<file path="src/design/ssd_regs.svh">
/*
  register offsets, field positions, reset values and timing counts
  for the secure serial data support block.
  assumes a 100 MHz system clock; included by bare name.
*/
`ifndef SSD_REGS_SVH
`define SSD_REGS_SVH
////////////////////////////////////////////////////////////////////////
// output latches (write), read buffers (read)
`define SSD_L_CTRL     4'h0
`define SSD_L_HYB      4'h1
`define SSD_L_KEYPOLL  4'h2
`define SSD_L_TX_OUT   4'h3
`define SSD_L_RX_OUT   4'h4
`define SSD_L_KR       4'h5
`define SSD_L_GPO      4'h6
`define SSD_B_TX_BYTE  4'h0
`define SSD_B_RX_BYTE  4'h1
`define SSD_B_TX_LOCK  4'h2
`define SSD_B_RX_LOCK  4'h3
`define SSD_B_KEYSTAT  4'h4
`define SSD_B_STATUS   4'h5
`define SSD_B_CTRL     4'h6
`define SSD_B_HYB      4'h7
////////////////////////////////////////////////////////////////////////
// control latch fields
`define SSD_CTRL_ALERT    0
`define SSD_CTRL_ALIGN    1
`define SSD_CTRL_FIX_TX   2
`define SSD_CTRL_FIX_RX   3
`define SSD_CTRL_DIV10    4
// hybrid latch fields
`define SSD_HYB_SEL_LSB   0
`define SSD_HYB_WE        3
`define SSD_HYB_KEY       4
// key poll latch fields
`define SSD_POLL_RT       0
`define SSD_POLL_PTT      1
// key reset latch trigger bits
`define SSD_KR_TRIG_A     0
`define SSD_KR_TRIG_B     1
`define SSD_RST_LATCH     8'h00
////////////////////////////////////////////////////////////////////////
// timing
`define SSD_CLK_KHZ       100000
`define SSD_CRYSTAL_REFERENCE_KHZ      3072
`define SSD_KR_US         10000
`define SSD_LOCK_WIN      8'h04
`define SSD_HALF_1K       1536
`define SSD_DIV9          9
`define SSD_DIV10         10
`endif

</file>
<file path="src/design/ssd_pkg.sv">
/*
  types of the secure serial data support block.
  assumes ssd_regs.svh for all numeric constants.
*/
package ssd_pkg;
  // register port request
  typedef struct packed {
    logic       wr;
    logic       rd;
    logic [3:0] addr;
    logic [7:0] wdata;
  } ssd_bus_req_t;
  // per-hybrid routed lines
  typedef struct packed {
    logic [7:0] we;
    logic [7:0] key;
    logic [7:0] rx_data;
    logic [7:0] tx_data;
  } ssd_hyb_out_t;
  // one clock recovery / serial path
  typedef struct packed {
    logic [7:0] phase;
    logic       clk;
    logic       dprev;
    logic [7:0] lock;
    logic [7:0] sipo;
    logic [2:0] bitcnt;
    logic [7:0] byte_in;
    logic       irq;
    logic [7:0] piso;
  } ssd_path_t;
  typedef struct packed {
    logic [16:0]    xacc;
    logic [11:0]    tone_cnt;
    logic [11:0]    k1_cnt;
    logic           k1_sq;
    logic [3:0]     fcnt;
    logic           fclk;
    logic [7:0][7:0] latch;
    logic [7:0]     rdata;
    logic [17:0]    s1;
    logic [17:0]    s2;
    logic [17:0]    s3;
    logic [17:0]    filt;
    ssd_path_t [1:0] path;
    logic [19:0]    kr_a;
    logic [19:0]    kr_b;
    logic           kr_both;
    logic           krst;
  } ssd_state_t;
endpackage

</file>
<file path="src/design/ssd_core.sv">
/*
  secure serial data support block: crystal-derived timebase, two
  clock recovery paths with lock counts, byte assembly and serial
  output, tones, filter clock, guarded key reset and hybrid routing.
  assumes a 100 MHz sys_clk_i, synchronous active-high rst_i and a
  register master that reads bytes before the next bit arrives.
*/
// Function
// - secure clocks come from a 3.072 MHz crystal reference timebase
// - seven byte output latches and eight byte read buffers for software
// - read buffers also sample hybrid key-status lines
// - 12 kHz clock per path shifts phase so falling edges meet data
// - each path may run a fixed free-running 12 kHz clock
// - lock count from data transitions versus falling edge, readable
// - eight received bits assemble a byte and raise the path interrupt
// - interrupt is high one bit time, every eight bit times
// - outgoing byte loads on a rising edge while interrupt is high
// - loaded byte shifts out msb first, over the load edge and the next seven rising edges
// - 750 Hz square wave gated onto alert tone by software
// - filter clock is crystal divided by nine or ten
// - key reset only when two timers are triggered together
// - key reset is active high, between 9.3 and 10.67 ms wide
// - multiplexers route we, key, rx, ciphertext and tx data lines
// - three select lines choose the key loader switch channel
// - 1 kHz square wave can drive the coded modulation output
// - recovered clocks run internal logic and drive external pins
`timescale 1ns/1ps
`include "ssd_regs.svh"

module ssd_core #(
  parameter int unsigned KR_CYCLES = (`SSD_KR_US * `SSD_CLK_KHZ) / 1000
) (
  input  wire logic                  sys_clk_i,
  input  wire logic                  rst_i,
  input  wire ssd_pkg::ssd_bus_req_t bus_i,
  output logic [7:0]                 rdata_o,
  input  wire logic                  tx_data_i,
  input  wire logic                  rx_data_i,
  input  wire logic [7:0]            hyb_key_stat_i,
  input  wire logic [7:0]            hyb_tx_ciphertext_i,
  output logic                       tx_clk_o,
  output logic                       rx_clk_o,
  output logic                       tx_irq_o,
  output logic                       rx_irq_o,
  output ssd_pkg::ssd_hyb_out_t      hyb_o,
  output logic                       tx_ciphertext_o,
  output logic                       coded_mod_o,
  output logic                       alert_tone_o,
  output logic                       filter_clk_o,
  output logic                       key_reset_o,
  output logic [2:0]                 key_loader_line_sel_o,
  output logic                       hyb_rt_o,
  output logic                       hyb_ptt_o,
  output logic [7:0]                 gpo_o
);

  localparam logic [16:0] XMOD  = 17'(`SSD_CLK_KHZ);
  localparam logic [16:0] XSTEP = 17'(`SSD_CRYSTAL_REFERENCE_KHZ);
  localparam logic [19:0] KR_LD = 20'(KR_CYCLES);
  localparam logic [11:0] K1_HALF = 12'(`SSD_HALF_1K);

  ssd_pkg::ssd_state_t st_q;
  ssd_pkg::ssd_state_t st_d;

  //////////////////////////////////////////////////////////////////////
  // next-state logic
  always_comb begin
    logic [16:0] acc_sum;
    logic        xtick;
    logic [17:0] raw;
    logic [3:0]  div;
    logic        din;
    logic        fixed;
    logic        trans;
    logic [7:0]  nph;
    logic        rise;
    logic [7:0]  wb;
    st_d    = st_q;
    acc_sum = 17'h0;
    xtick   = 1'b0;
    raw     = 18'h0;
    div     = 4'h0;
    din     = 1'b0;
    fixed   = 1'b0;
    trans   = 1'b0;
    nph     = 8'h0;
    rise    = 1'b0;
    wb      = 8'h0;

    // exact 3.072 MHz tick from the 100 MHz clock, no drift
    acc_sum = st_q.xacc + XSTEP;
    if (acc_sum >= XMOD) begin
      xtick     = 1'b1;
      st_d.xacc = acc_sum - XMOD;
    end else begin
      st_d.xacc = acc_sum;
    end

    // three-stage pin sync; a change counts once stages two and three agree
    raw = {hyb_tx_ciphertext_i, hyb_key_stat_i, rx_data_i, tx_data_i};
    st_d.s1 = raw;
    st_d.s2 = st_q.s1;
    st_d.s3 = st_q.s2;
    for (int i = 0; i < 18; i++) begin
      if (st_q.s2[i] == st_q.s3[i]) begin
        st_d.filt[i] = st_q.s3[i];
      end
    end

    // tones: 750 Hz is crystal/4096, 1 kHz is crystal/3072
    if (xtick) begin
      st_d.tone_cnt = st_q.tone_cnt + 12'h001;
      if (st_q.k1_cnt == K1_HALF - 12'h001) begin
        st_d.k1_cnt = 12'h000;
        st_d.k1_sq  = ~st_q.k1_sq;
      end else begin
        st_d.k1_cnt = st_q.k1_cnt + 12'h001;
      end
    end

    // filter clock: crystal divided by nine or ten
    div = st_q.latch[`SSD_L_CTRL][`SSD_CTRL_DIV10] ? 4'(`SSD_DIV10)
                                                 : 4'(`SSD_DIV9);
    if (xtick) begin
      if (st_q.fcnt >= div - 4'h1) begin
        st_d.fcnt = 4'h0;
      end else begin
        st_d.fcnt = st_q.fcnt + 4'h1;
      end
      st_d.fclk = (st_d.fcnt < (div >> 1));
    end

    // clock recovery and serial paths, 0 = transmit, 1 = receive
    for (int p = 0; p < 2; p++) begin
      din   = st_q.filt[p];
      fixed = st_q.latch[`SSD_L_CTRL][`SSD_CTRL_FIX_TX + p];
      trans = din ^ st_q.path[p].dprev;
      st_d.path[p].dprev = din;
      // phase runs 256 crystal ticks per bit; falling edge at wrap to 0
      nph = st_q.path[p].phase + {7'h00, xtick};
      if (trans && !fixed) begin
        // falling edge came early: hold back; late: pull forward
        if (st_q.path[p].phase[7]) begin
          nph = nph + 8'h01;
        end else if (st_q.path[p].phase != 8'h00) begin
          nph = nph - 8'h01;
        end
      end
      st_d.path[p].phase = nph;
      // lock quality: saturating up in the window, down outside it
      if (trans) begin
        if (st_q.path[p].phase < `SSD_LOCK_WIN ||
            st_q.path[p].phase > 8'hff - `SSD_LOCK_WIN) begin
          if (st_q.path[p].lock != 8'hff) begin
            st_d.path[p].lock = st_q.path[p].lock + 8'h01;
          end
        end else if (st_q.path[p].lock != 8'h00) begin
          st_d.path[p].lock = st_q.path[p].lock - 8'h01;
        end
      end
      st_d.path[p].clk = nph[7];
      rise = nph[7] & ~st_q.path[p].clk;
      if (rise) begin
        // sample mid-bit, half a period after the falling edge
        st_d.path[p].sipo   = {st_q.path[p].sipo[6:0], din};
        st_d.path[p].bitcnt = st_q.path[p].bitcnt + 3'h1;
        if (st_q.path[p].irq) begin
          st_d.path[p].irq  = 1'b0;
          st_d.path[p].piso = st_q.latch[`SSD_L_TX_OUT + p];
        end else begin
          st_d.path[p].piso = {st_q.path[p].piso[6:0], 1'b0};
        end
        if (st_q.path[p].bitcnt == 3'h7) begin
          st_d.path[p].byte_in = {st_q.path[p].sipo[6:0], din};
          st_d.path[p].irq     = 1'b1;
        end
      end
    end

    // register writes to the seven output latches
    if (bus_i.wr && bus_i.addr <= `SSD_L_GPO) begin
      st_d.latch[bus_i.addr[2:0]] = bus_i.wdata;
    end

    // key reset: both one-shots must start in the same write
    wb = bus_i.wdata;
    if (st_q.kr_a != 20'h0) begin
      st_d.kr_a = st_q.kr_a - 20'h1;
    end
    if (st_q.kr_b != 20'h0) begin
      st_d.kr_b = st_q.kr_b - 20'h1;
    end
    if (bus_i.wr && bus_i.addr == `SSD_L_KR) begin
      if (wb[`SSD_KR_TRIG_A]) begin
        st_d.kr_a = KR_LD;
      end
      if (wb[`SSD_KR_TRIG_B]) begin
        st_d.kr_b = KR_LD;
      end
      // a retrigger of only one timer cancels the pairing
      st_d.kr_both = wb[`SSD_KR_TRIG_A] & wb[`SSD_KR_TRIG_B];
    end
    st_d.krst = st_d.kr_both & (st_d.kr_a != 20'h0) &
                (st_d.kr_b != 20'h0);

    // read buffers, data valid in the cycle after the strobe only
    st_d.rdata = 8'h00;
    if (bus_i.rd) begin
      if (bus_i.addr == `SSD_B_TX_BYTE) begin
        st_d.rdata = st_q.path[0].byte_in;
      end else if (bus_i.addr == `SSD_B_RX_BYTE) begin
        st_d.rdata = st_q.path[1].byte_in;
      end else if (bus_i.addr == `SSD_B_TX_LOCK) begin
        st_d.rdata = st_q.path[0].lock;
      end else if (bus_i.addr == `SSD_B_RX_LOCK) begin
        st_d.rdata = st_q.path[1].lock;
      end else if (bus_i.addr == `SSD_B_KEYSTAT) begin
        st_d.rdata = st_q.filt[9:2];
      end else if (bus_i.addr == `SSD_B_STATUS) begin
        st_d.rdata = {3'h0, st_q.krst, st_q.path[1].irq,
                      st_q.path[0].irq, st_q.path[1].clk,
                      st_q.path[0].clk};
      end else if (bus_i.addr == `SSD_B_CTRL) begin
        st_d.rdata = st_q.latch[`SSD_L_CTRL];
      end else if (bus_i.addr == `SSD_B_HYB) begin
        st_d.rdata = st_q.latch[`SSD_L_HYB];
      end
    end
  end

  //////////////////////////////////////////////////////////////////////
  // state register; reset gives tones off, tracking, key reset low
  always_ff @(posedge sys_clk_i) begin
    if (rst_i) begin
      st_q <= '0;
    end else begin
      st_q <= st_d;
    end
  end

  //////////////////////////////////////////////////////////////////////
  // outputs, all from flip-flops or the latch-selected routing
  logic [2:0] hsel;
  assign hsel = st_q.latch[`SSD_L_HYB][2:0];

  assign rdata_o      = st_q.rdata;
  assign tx_clk_o     = st_q.path[0].clk;
  assign rx_clk_o     = st_q.path[1].clk;
  assign tx_irq_o     = st_q.path[0].irq;
  assign rx_irq_o     = st_q.path[1].irq;
  assign filter_clk_o = st_q.fclk;
  assign key_reset_o  = st_q.krst;
  assign gpo_o        = st_q.latch[`SSD_L_GPO];
  assign key_loader_line_sel_o = hsel;
  assign hyb_rt_o  = st_q.latch[`SSD_L_KEYPOLL][`SSD_POLL_RT];
  assign hyb_ptt_o = st_q.latch[`SSD_L_KEYPOLL][`SSD_POLL_PTT];

  // alert tone is bit 11 of the crystal tick count, crystal/4096
  assign alert_tone_o = st_q.latch[`SSD_L_CTRL][`SSD_CTRL_ALERT] &
                        st_q.tone_cnt[11];

  // hybrid routing: one selected hybrid gets every routed line
  assign hyb_o.we      = 8'(st_q.latch[`SSD_L_HYB][`SSD_HYB_WE])
                         << hsel;
  assign hyb_o.key     = 8'(st_q.latch[`SSD_L_HYB][`SSD_HYB_KEY])
                         << hsel;
  assign hyb_o.tx_data = 8'(st_q.path[0].piso[7]) << hsel;
  assign hyb_o.rx_data = 8'(st_q.path[1].piso[7]) << hsel;
  assign tx_ciphertext_o = st_q.filt[10 + 32'(hsel)];

  // alignment replaces ciphertext on the modulation output
  assign coded_mod_o = st_q.latch[`SSD_L_CTRL][`SSD_CTRL_ALIGN] ?
                       st_q.k1_sq : tx_ciphertext_o;

endmodule // ssd_core

</file>
<file path="config.mk">
export PLATFORM = sky130hd
export DESIGN_NAME = ssd_core
export DESIGN_NICKNAME = d
export VERILOG_FILES = /design/src/design/ssd_pkg.sv /design/src/design/ssd_core.sv
export VERILOG_INCLUDE_DIRS = /design/src /design/src/design
export SDC_FILE = /design/constraint.sdc
export NUM_CORES = 1
export LEC_CHECK = 0
export BUFFER_PORTS_ARGS = -buffer_cell sky130_fd_sc_hd__buf_2
export CORE_MARGIN = 3
export CORE_UTILIZATION = 55
export DETAILED_ROUTE_END_ITERATION = 12
export GPL_ROUTABILITY_DRIVEN = 1
export PLACE_DENSITY = 0.84
export SYNTH_ARGS = -nofsm -noshare
export SYNTH_HDL_FRONTEND = slang
export SYNTH_SLANG_ARGS = --single-unit
</file>
<file path="constraint.sdc">
create_clock -name sys_clk_i -period 5.37 [get_ports sys_clk_i]
set_input_delay 1.3425 -clock sys_clk_i [delete_from_list [all_inputs] [get_ports sys_clk_i]]
set_output_delay 1.3425 -clock sys_clk_i [all_outputs]
set_load 0.005 [all_outputs]
</file>
Word-level counts from Yosys, hierarchy flattened:

Index checks and enable logic that the tools add are counted.

* input bits: 34
* bits in registers: 323
* logic and storage cells: 205

* add/sub/neg operators: 21
* reductions and logical operators: 26
* bitwise logic cells: 12
* equality and inequality tests: 32
* shift operators: 4
* $lt $le $gt $ge: 11
* mux-type cells: 41

Operators with widths (count)
* 8-bit two-way mux: 23
* 20-bit two-way mux: 4
* 20-bit nonzero test: 4
* 64-bit bitwise mux: 1
* 41-bit two-way mux: 1
* 20-bit by 1-bit subtractor with 20-bit output (second input constant): 2
* 8-bit by 1-bit adder with 8-bit output (second input constant): 4
* 8-bit nonzero test: 4
* 1-bit by 3-bit << shifter with 8-bit output: 4
* 8-bit by 1-bit subtractor with 8-bit output (second input constant): 4
* 12-bit by 1-bit adder with 12-bit output (second input constant): 2
* 8-bit demux with 3-bit select: 1
* 1-bit == test: 18
* 17-bit by 12-bit adder with 17-bit output (second input constant): 1
* 17-bit greater-or-equal comparator (second input constant): 1
* 17-bit two-way mux: 1
* 17-bit subtractor (second input constant): 1
* 8-bit by 1-bit adder with 8-bit output: 2
* 4-bit by 3-bit == test with 1-bit output (second input constant): 4
* 8-bit > comparator (second input constant): 2
* 8-bit by 3-bit less-than comparator with 1-bit output (second input constant): 2
* 8-bit != test (second input constant): 2
* 12-bit by 11-bit == test with 1-bit output (second input constant): 1
* 12-bit two-way mux: 1
* 29 further kinds: 57

Longest topological paths before layout:

Gate-level depths: netlist (run 1).

* depth after elaboration: 10
* depth in mapped cells: 21
* mapped depth without buffers: 18

Worst setup path after synthesis (run 1):

OpenSTA, ideal clock, no wires.

* path kind: reg-to-reg
* start: reg st_q[318] (netlist name)
* end: reg st_q[51] (netlist name)
* path buffers: 4
* path slack: 0.893 ns
* cell stages (with the launch flop): 21
* arrival time: 4.350 ns
* cell sequence: dfxtp_1 -> inv_1 -> ha_1 -> nor2b_1 -> nand4_1 -> xnor2_1 -> o211ai_2 -> inv_2 -> clkbuf_1 -> buf_2 -> ha_1 -> buf_2 -> nand3_1 -> xnor2_1 -> or3_1 -> a211o_1 -> or4_4 -> a21bo_1 -> buf_6 -> mux2i_1 -> nor2_1

* cells in the longest elaborated chain, start to end: 10
* elaborated cells on any way between the ends: 11

RTL lines
* start, declared: line ssd_core.sv:62 `ssd_pkg::ssd_state_t st_q;`
* start signal, assigned: line ssd_core.sv:237 `st_q <= st_d;`
* 17-bit by 12-bit adder with 17-bit output *: line ssd_core.sv:91 `acc_sum = st_q.xacc + XSTEP;`
* 17-bit greater-or-equal comparator *: line ssd_core.sv:92 `if (acc_sum >= XMOD) begin`
* 1-bit two-way mux *: line ssd_core.sv:92
* 8-bit by 1-bit adder with 8-bit output *: line ssd_core.sv:140 `nph = st_q.path[p].phase + {7'h00, xtick};`
* 8-bit by 1-bit subtractor with 8-bit output: line ssd_core.sv:146 `nph = nph - 8'h01;`
* 8-bit two-way mux: line ssd_core.sv:145 `end else if (st_q.path[p].phase != 8'h00) begin`
* 8-bit two-way mux: line ssd_core.sv:143 `if (st_q.path[p].phase[7]) begin`
* 8-bit two-way mux *: line ssd_core.sv:141 `if (trans && !fixed) begin`
* 1-bit AND *: line ssd_core.sv:162 `rise = nph[7] & ~st_q.path[p].clk;`
* 2-bit AND reduction (no source line) *

Every way passes the cells marked *; elsewhere a longest branch is shown, timed or not.
A chain may end at the register's enable or synchronous reset.

Worst setup path in the final report (run 1):

* start: reg st_q[318] (netlist name)
* end: reg st_q[64] (netlist name)

* cells in the longest elaborated chain, start to end: 9
* elaborated cells on any way between the ends: 10

RTL lines (line)
* 17-bit by 12-bit adder with 17-bit output *: ssd_core.sv:91
* 17-bit greater-or-equal comparator *: ssd_core.sv:92
* 1-bit two-way mux *: ssd_core.sv:92
* 8-bit by 1-bit adder with 8-bit output *: ssd_core.sv:140
* 8-bit by 1-bit subtractor with 8-bit output: ssd_core.sv:146
* 8-bit two-way mux: ssd_core.sv:145
* 8-bit two-way mux: ssd_core.sv:143
* 8-bit two-way mux *: ssd_core.sv:141
* 1-bit AND *: ssd_core.sv:162

Marked as above.

==> results of run 1 <==
[state kept, by name (all words and copies together) (netlist names)]
register / cells
st_q: 231
rx_irq_o: 1
key_reset_o: 1
filter_clk_o: 1
rdata_o: 8
gpo_o: 8
hyb_rt_o: 1
tx_irq_o: 1
key_loader_line_sel_o: 3
hyb_ptt_o: 1
st_d: 38
[path summary, 6_finish.rpt]
kind	to	cells after the start	slack (ps)	from
setup reg to reg	st_q[64]	16	890	st_q[318]
setup / recovery	st_q[64]	16	890	st_q[318]
hold reg to reg	st_d[167]	1	440	st_d[185]
hold / removal	st_d[167]	1	440	st_d[185]
[area by class of cell]
class | count | area (µm²)
inverter | 30 | 113
clock inverter | 7 | 139
fill | 1971 | 9270
timing repair buffer | 104 | 552
sequential | 294 | 5890
tap | 324 | 405
clock buffer | 40 | 807
multi-input combinational | 1174 | 7360
[where the power goes]
group          internal (µW)  switching (µW)  leakage (µW)
clock                   1230             818      0.000463
sequential              2310             147       0.00239
combinational            464             652       0.00319
total                   4000            1620       0.00604
[Yosys cell counts (all sizes together) (7+ instances only)]
master and number:
mux4 7, nor2 245, or3 15, a31oi 11
a211oi 23, inv 30, nor2b 80, nor4 16
mux2i 85, xnor2 59, nand3 64, or2 8
xor2 38, a21oi 107, nand4 29, clkbuf 68
dfxtp 294, ha 39, and3 14, o21ai 51
nand2b 17, nand2 127, buf 36, nor3 35
o21a 7
[cells by family after synthesis]
family                     after synthesis  synth area share, %
DFF                                    294                 42.5
adders and majority gates               41                 3.81
buffers and inverters                  134                 4.44
muxes                                   96                 7.60
xor gates and xnor gates                97                 6.13
and+or+nand+nor                        680                 23.6
AOI/OAI and AO/OA                      260                 12.0
[metal layers]
metal | global-route usage (%) | part of all wire [%] | up-vias
met5 | 0 | 0 | -
met4 | 6.82 | 2.8 | 0
met3 | 3.24 | 5.3 | 77
met2 | 38.9 | 49 | 314
met1 | 29.9 | 43 | 5455
li1 | - | - | 5571
[stage by stage]
stage	instances	total power [µW]	instance area (µm²)
finish	1973	5620	15300
CTS	1973	5620	15300
detailed placement	1926	3590	14300
global route	1973	5870	15300
global placement	1926	3550	14300
floorplan	1602	3370	13900
[critical path: stages, from the launching register on]
cell and delay (ps):
dfxtp_1 440, inv_1 140, ha_1 240, nor2b_1 180
nand4_1 140, xnor2_1 290, o211ai_2 150, inv_2 140
ha_1 340, nand3_1 140, xnor2_1 220, or3_1 350
a211o_1 360, or4_4 490, nand2_4 370, mux2i_1 270
nor2_1 60
==> flow_metrics.tcl, run 1 <==
set metrics [dict create \
    synth.area.top_cells "dfxtp_1 (42%), nor2_1 (6.6%), mux2i_1 (6.1%)" \
    die_w_um 165 \
    area_growth_pct 10.2 \
    chipHeight_um 165 \
    cts-htree-levels 1 \
    synth-main-ff-cell "dfxtp_1" \
    synth_top_area_cell "dfxtp_1" \
    outcome "complete, no violations" \
    yosysWarnings 0 \
    finalCriticalPeriod_ps 4480 \
    place_hpwl_um 21800 \
    synth-seq-cells 294 \
    vdd_ir_drop_max_v 0.000314 \
    insertion_delay_ps 540 \
    start_util_pct 56.5 \
    avgSynthCellArea_um2 8.65 \
    cap_violations 0 \
    syn_area_um2 13900 \
    ant_nets 0 \
    cp-end-kind "register" \
    cts-hold-fix-buffers 0 \
    firstDrtPassIters 5 \
    rows 57 \
    drive_above_1_share_pct 11.0 \
    cp.arrival_ps 4880 \
    power.density_nw_per_um2 368 \
    core_area_um2 24500 \
    clockBufferDepth 3 \
    antenna_found_initial 0 \
    synth_top_area_share_pct 42.5 \
    cts_buffers 29 \
    drt_iter0_markers 1105 \
    max_freq_mhz 223 \
    root_buffer "clkbuf_16" \
    grt_pass1_wl_um 51600 \
    cts_tree "done" \
    ios 96 \
    crit_type "register to register" \
    yosysSeqAreaShare_pct 42.5 \
    crit_path_start_kind "register" \
    finalMaxSlewViolations 0 \
    wl_per_cell_um 16.2 \
    place.port_buffers 95 \
    mostFrequentLayoutCells "dfxtp_1 (294), nor2_1 (245), nand2_1 (126)" \
    worst_pin_slew_ps 927 \
    viasPerCell 5.79 \
    fin_tns_setup_ps 0 \
    cts_setup_buffers 0 \
    grt_max_degree 117 \
    pre_cts_ws_ps 917 \
    synth_nets 1677 \
    netlist_instances 1602 \
    grt_pass1_vias 10580 \
    max_slew_margin_pct 37.6 \
    hold_path_class "register to register" \
    timing.hold.ws_ps 436 \
    ys_async_sr_fraction_pct 0 \
    synth_cell_types 76 \
    power.leakage_uw 0.00604 \
    route.detailed.drc 0 \
    grt-ovfl-total 0 \
    final_nets 1708 \
    gp_congestion 0.899 \
    post-route-util_pct 62.2 \
    path_clk_slew_ps 60 \
    cp_max_fo 32 \
    rsz0062_at_grt "false" \
    synth_edf_count 0 \
    hold_viol_final 0 \
    setup_viol 0 \
    clkSinkCount 294 \
    fin_crit_sh_pct 83.4 \
    grt_util_all_layers_pct 22.7 \
    vias 11417 \
    layout_setup_ws_ps 894 \
    diodes 0 \
    skew_ps 10.8 \
    final_common_cell "dfxtp_1" \
    die-area_um2 27100 \
    cp.required_ps 5770 \
    ctsResizeCount 0 \
    postRouteWirelength_um 31900 \
]
No activity file was read; power rests on OpenSTA's default activity.
==> run 2, diff against run 1 <==
- ABC_AREA: default -> 1
- PLACE_DENSITY: 0.84 -> 0.86
- clock period: 5.37 -> 4.11 ns (I/O delays scaled with it)
==> flow_metrics.tcl, run 2 <==
set metrics [dict create \
    grt_util_all_layers_pct 23.4 \
    final_common_cell "nand2_1" \
    n_fill_cell 2145 \
    finalPower_uw 8040 \
    yosysSeqAreaShare_pct 40.9 \
    cp_max_fo 13 \
    cts_buffers 31 \
    root_buffer "clkbuf_16" \
    path_clk_slew_ps 60 \
    yosysWarnings 0 \
    fin_tns_setup_ps 0 \
    core_area_um2 25500 \
    skew_ps 14.3 \
    top_register "st_q" \
    diodes 0 \
    route.detailed.drc 0 \
    place.port_buffers 95 \
    synth_top_area_share_pct 40.9 \
    syn_area_um2 14400 \
    synth_nets 2151 \
    synth_top_area_cell "dfxtp_1" \
    synth_cell_types 52 \
    hold_viol_final 0 \
    ios 96 \
    die-area_um2 28200 \
    die_w_um 168 \
    gp_congestion 0.924 \
    r2r_setup_slack_ps 420 \
    synth.area.top_cells "dfxtp_1 (41%), nand2_1 (9.8%), nor2_1 (8.4%)" \
    chipHeight_um 168 \
    ant_nets 0 \
    start_util_pct 56.5 \
    ys_async_sr_fraction_pct 0 \
    power.leakage_uw 0.00689 \
    clockBufferDepth 3 \
    worst_pin_slew_ps 871 \
    finalMaxSlewViolations 0 \
    place_hpwl_um 24100 \
    crit_type "register to primary output" \
    grt_pass1_vias 12544 \
    drive_above_1_share_pct 9.38 \
    wl_per_cell_um 13.9 \
    rsz0062_at_grt "false" \
    rows 58 \
    vdd_ir_drop_max_v 0.000439 \
    fin_crit_sh_pct 91.1 \
    power.density_nw_per_um2 503 \
    largest_reg_flops 231 \
    synth-seq-cells 294 \
    drt_iter0_markers 1182 \
    finalCriticalPeriod_ps 3740 \
    viasPerCell 5.48 \
    cts-htree-levels 1 \
    outcome "complete, no violations" \
    avgSynthCellArea_um2 6.94 \
    cap_violations 0 \
    clkSinkCount 294 \
    cts_tree "done" \
    netlist_instances 2076 \
    grt_max_degree 172 \
    cp.arrival_ps 2720 \
    cp-end-kind "primary output" \
    insertion_delay_ps 570 \
    synth-main-ff-cell "dfxtp_1" \
    max_freq_mhz 267 \
    postRouteWirelength_um 34500 \
    synth_edf_count 0 \
    synth_most_common_cell "nand2_1" \
    setup_viol 0 \
    grt_pass1_wl_um 57000 \
    synthTopCellsByCount "nand2_1 (377), nor2_1 (321), dfxtp_1 (294)" \
    hold_path_class "register to register" \
    mostFrequentLayoutCells "nand2_1 (377), nor2_1 (321), dfxtp_1 (294)" \
    grt-ovfl-total 0 \
    cp.required_ps 3080 \
    area_growth_pct 11.0 \
    max_slew_margin_pct 41.9 \
    firstDrtPassIters 6 \
    vias 13605 \
    final_nets 2204 \
    antenna_found_initial 2 \
    crit_path_start_kind "register" \
]
==> run 2: cell types whose count changed after synthesis, moves of 17 or more <==
| cell | change |
|---|---|
| nor2b_1 | -80 |
| nor2_1 | +76 |
| clkbuf_1 | -21 |
| mux2i_1 | -85 |
| nand3_1 | +81 |
| inv_1 | +241 |
| nand2b_1 | -17 |
| nand2_1 | +251 |
| o21ai_0 | +79 |
| a21oi_1 | +86 |
| xnor2_1 | -49 |
==> run 2: cell type report <==
type / instances / area, µm² / share of cell area, %
clock buffer: 42 / 847 / 5.30
clock inverter: 15 / 131 / 0.822
inverter: 279 / 1060 / 6.65
multi-input combinational: 1415 / 7040 / 44.1
sequential: 294 / 5890 / 36.8
tap: 330 / 413 / 2.58
timing repair buffer: 108 / 601 / 3.76
==> run 2: cells by family after synthesis <==
| family | after synthesis | share of synthesized area [%] |
|---|---|---|
| xor+xnor | 34 | 2.07 |
| compound gates | 377 | 14.2 |
| fa+ha+maj | 41 | 3.67 |
| buf+inv | 368 | 10.4 |
| flops | 294 | 40.9 |
| simple gates | 954 | 28.2 |
| mux | 8 | 0.626 |
==> run 2: worst paths after layout <==
| path | depth (start not counted) | end | start |
|---|---|---|---|
| setup / recovery | 8 | coded_mod_o | key_loader_line_sel_o[1] |
| hold / removal | 2 | st_d[165] | st_d[183] |
| setup reg to reg | 21 | st_q[51] | st_q[318] |
| hold reg to reg | 2 | st_d[165] | st_d[183] |
==> run 2: repair_timing <==
| action | 4_1_cts | 5_1_grt |
|---|---|---|
| hold buffers | 0 | 0 |
| setup buffers | 0 | 1 |
| gates resized for setup | 0 | 6 |
| endpoints found under the setup margin | 0 | 54 |
| endpoints found under the hold margin | 0 | 0 |
==> run 2: metal layers <==
metal	track usage, %	part of all wire (%)	wire length (µm)
met3	4.09	7.2	2480
met4	8.08	2.9	1010
met2	40.1	48	16400
met5	0	0.061	21
met1	29.8	42	14600
==> run 2: worst max-delay path: stages (launching register included) <==
cell      delay, ps
dfxtp_1         310
buf_4           210
inv_1           230
a21oi_1         200
a221oi_1        110
o31ai_1         560
nand2_1         120
o21ai_0         210
buf_2           200
==> run 2: power by group <==
| part | switching (µW) | internal, µW | leakage (µW) |
|---|---|---|---|
| logic | 1440 | 719 | 0.00404 |
| clock network | 1170 | 1510 | 0.000469 |
| registers | 149 | 3050 | 0.00239 |
==> run 2: through the flow <==
stage	area (µm²)	instances	hold WS [ps]	utilization, %	setup slack [ps]
4_1_cts	15900	2481	400	62.6	308
2_1_floorplan	14400	2076	388	-	769
6_report	16000	2483	400	62.7	365
3_3_place_gp	15000	2424	389	58.7	559
5_1_grt	16000	2483	419	62.7	8.70
3_5_place_dp	15000	2424	393	58.7	349
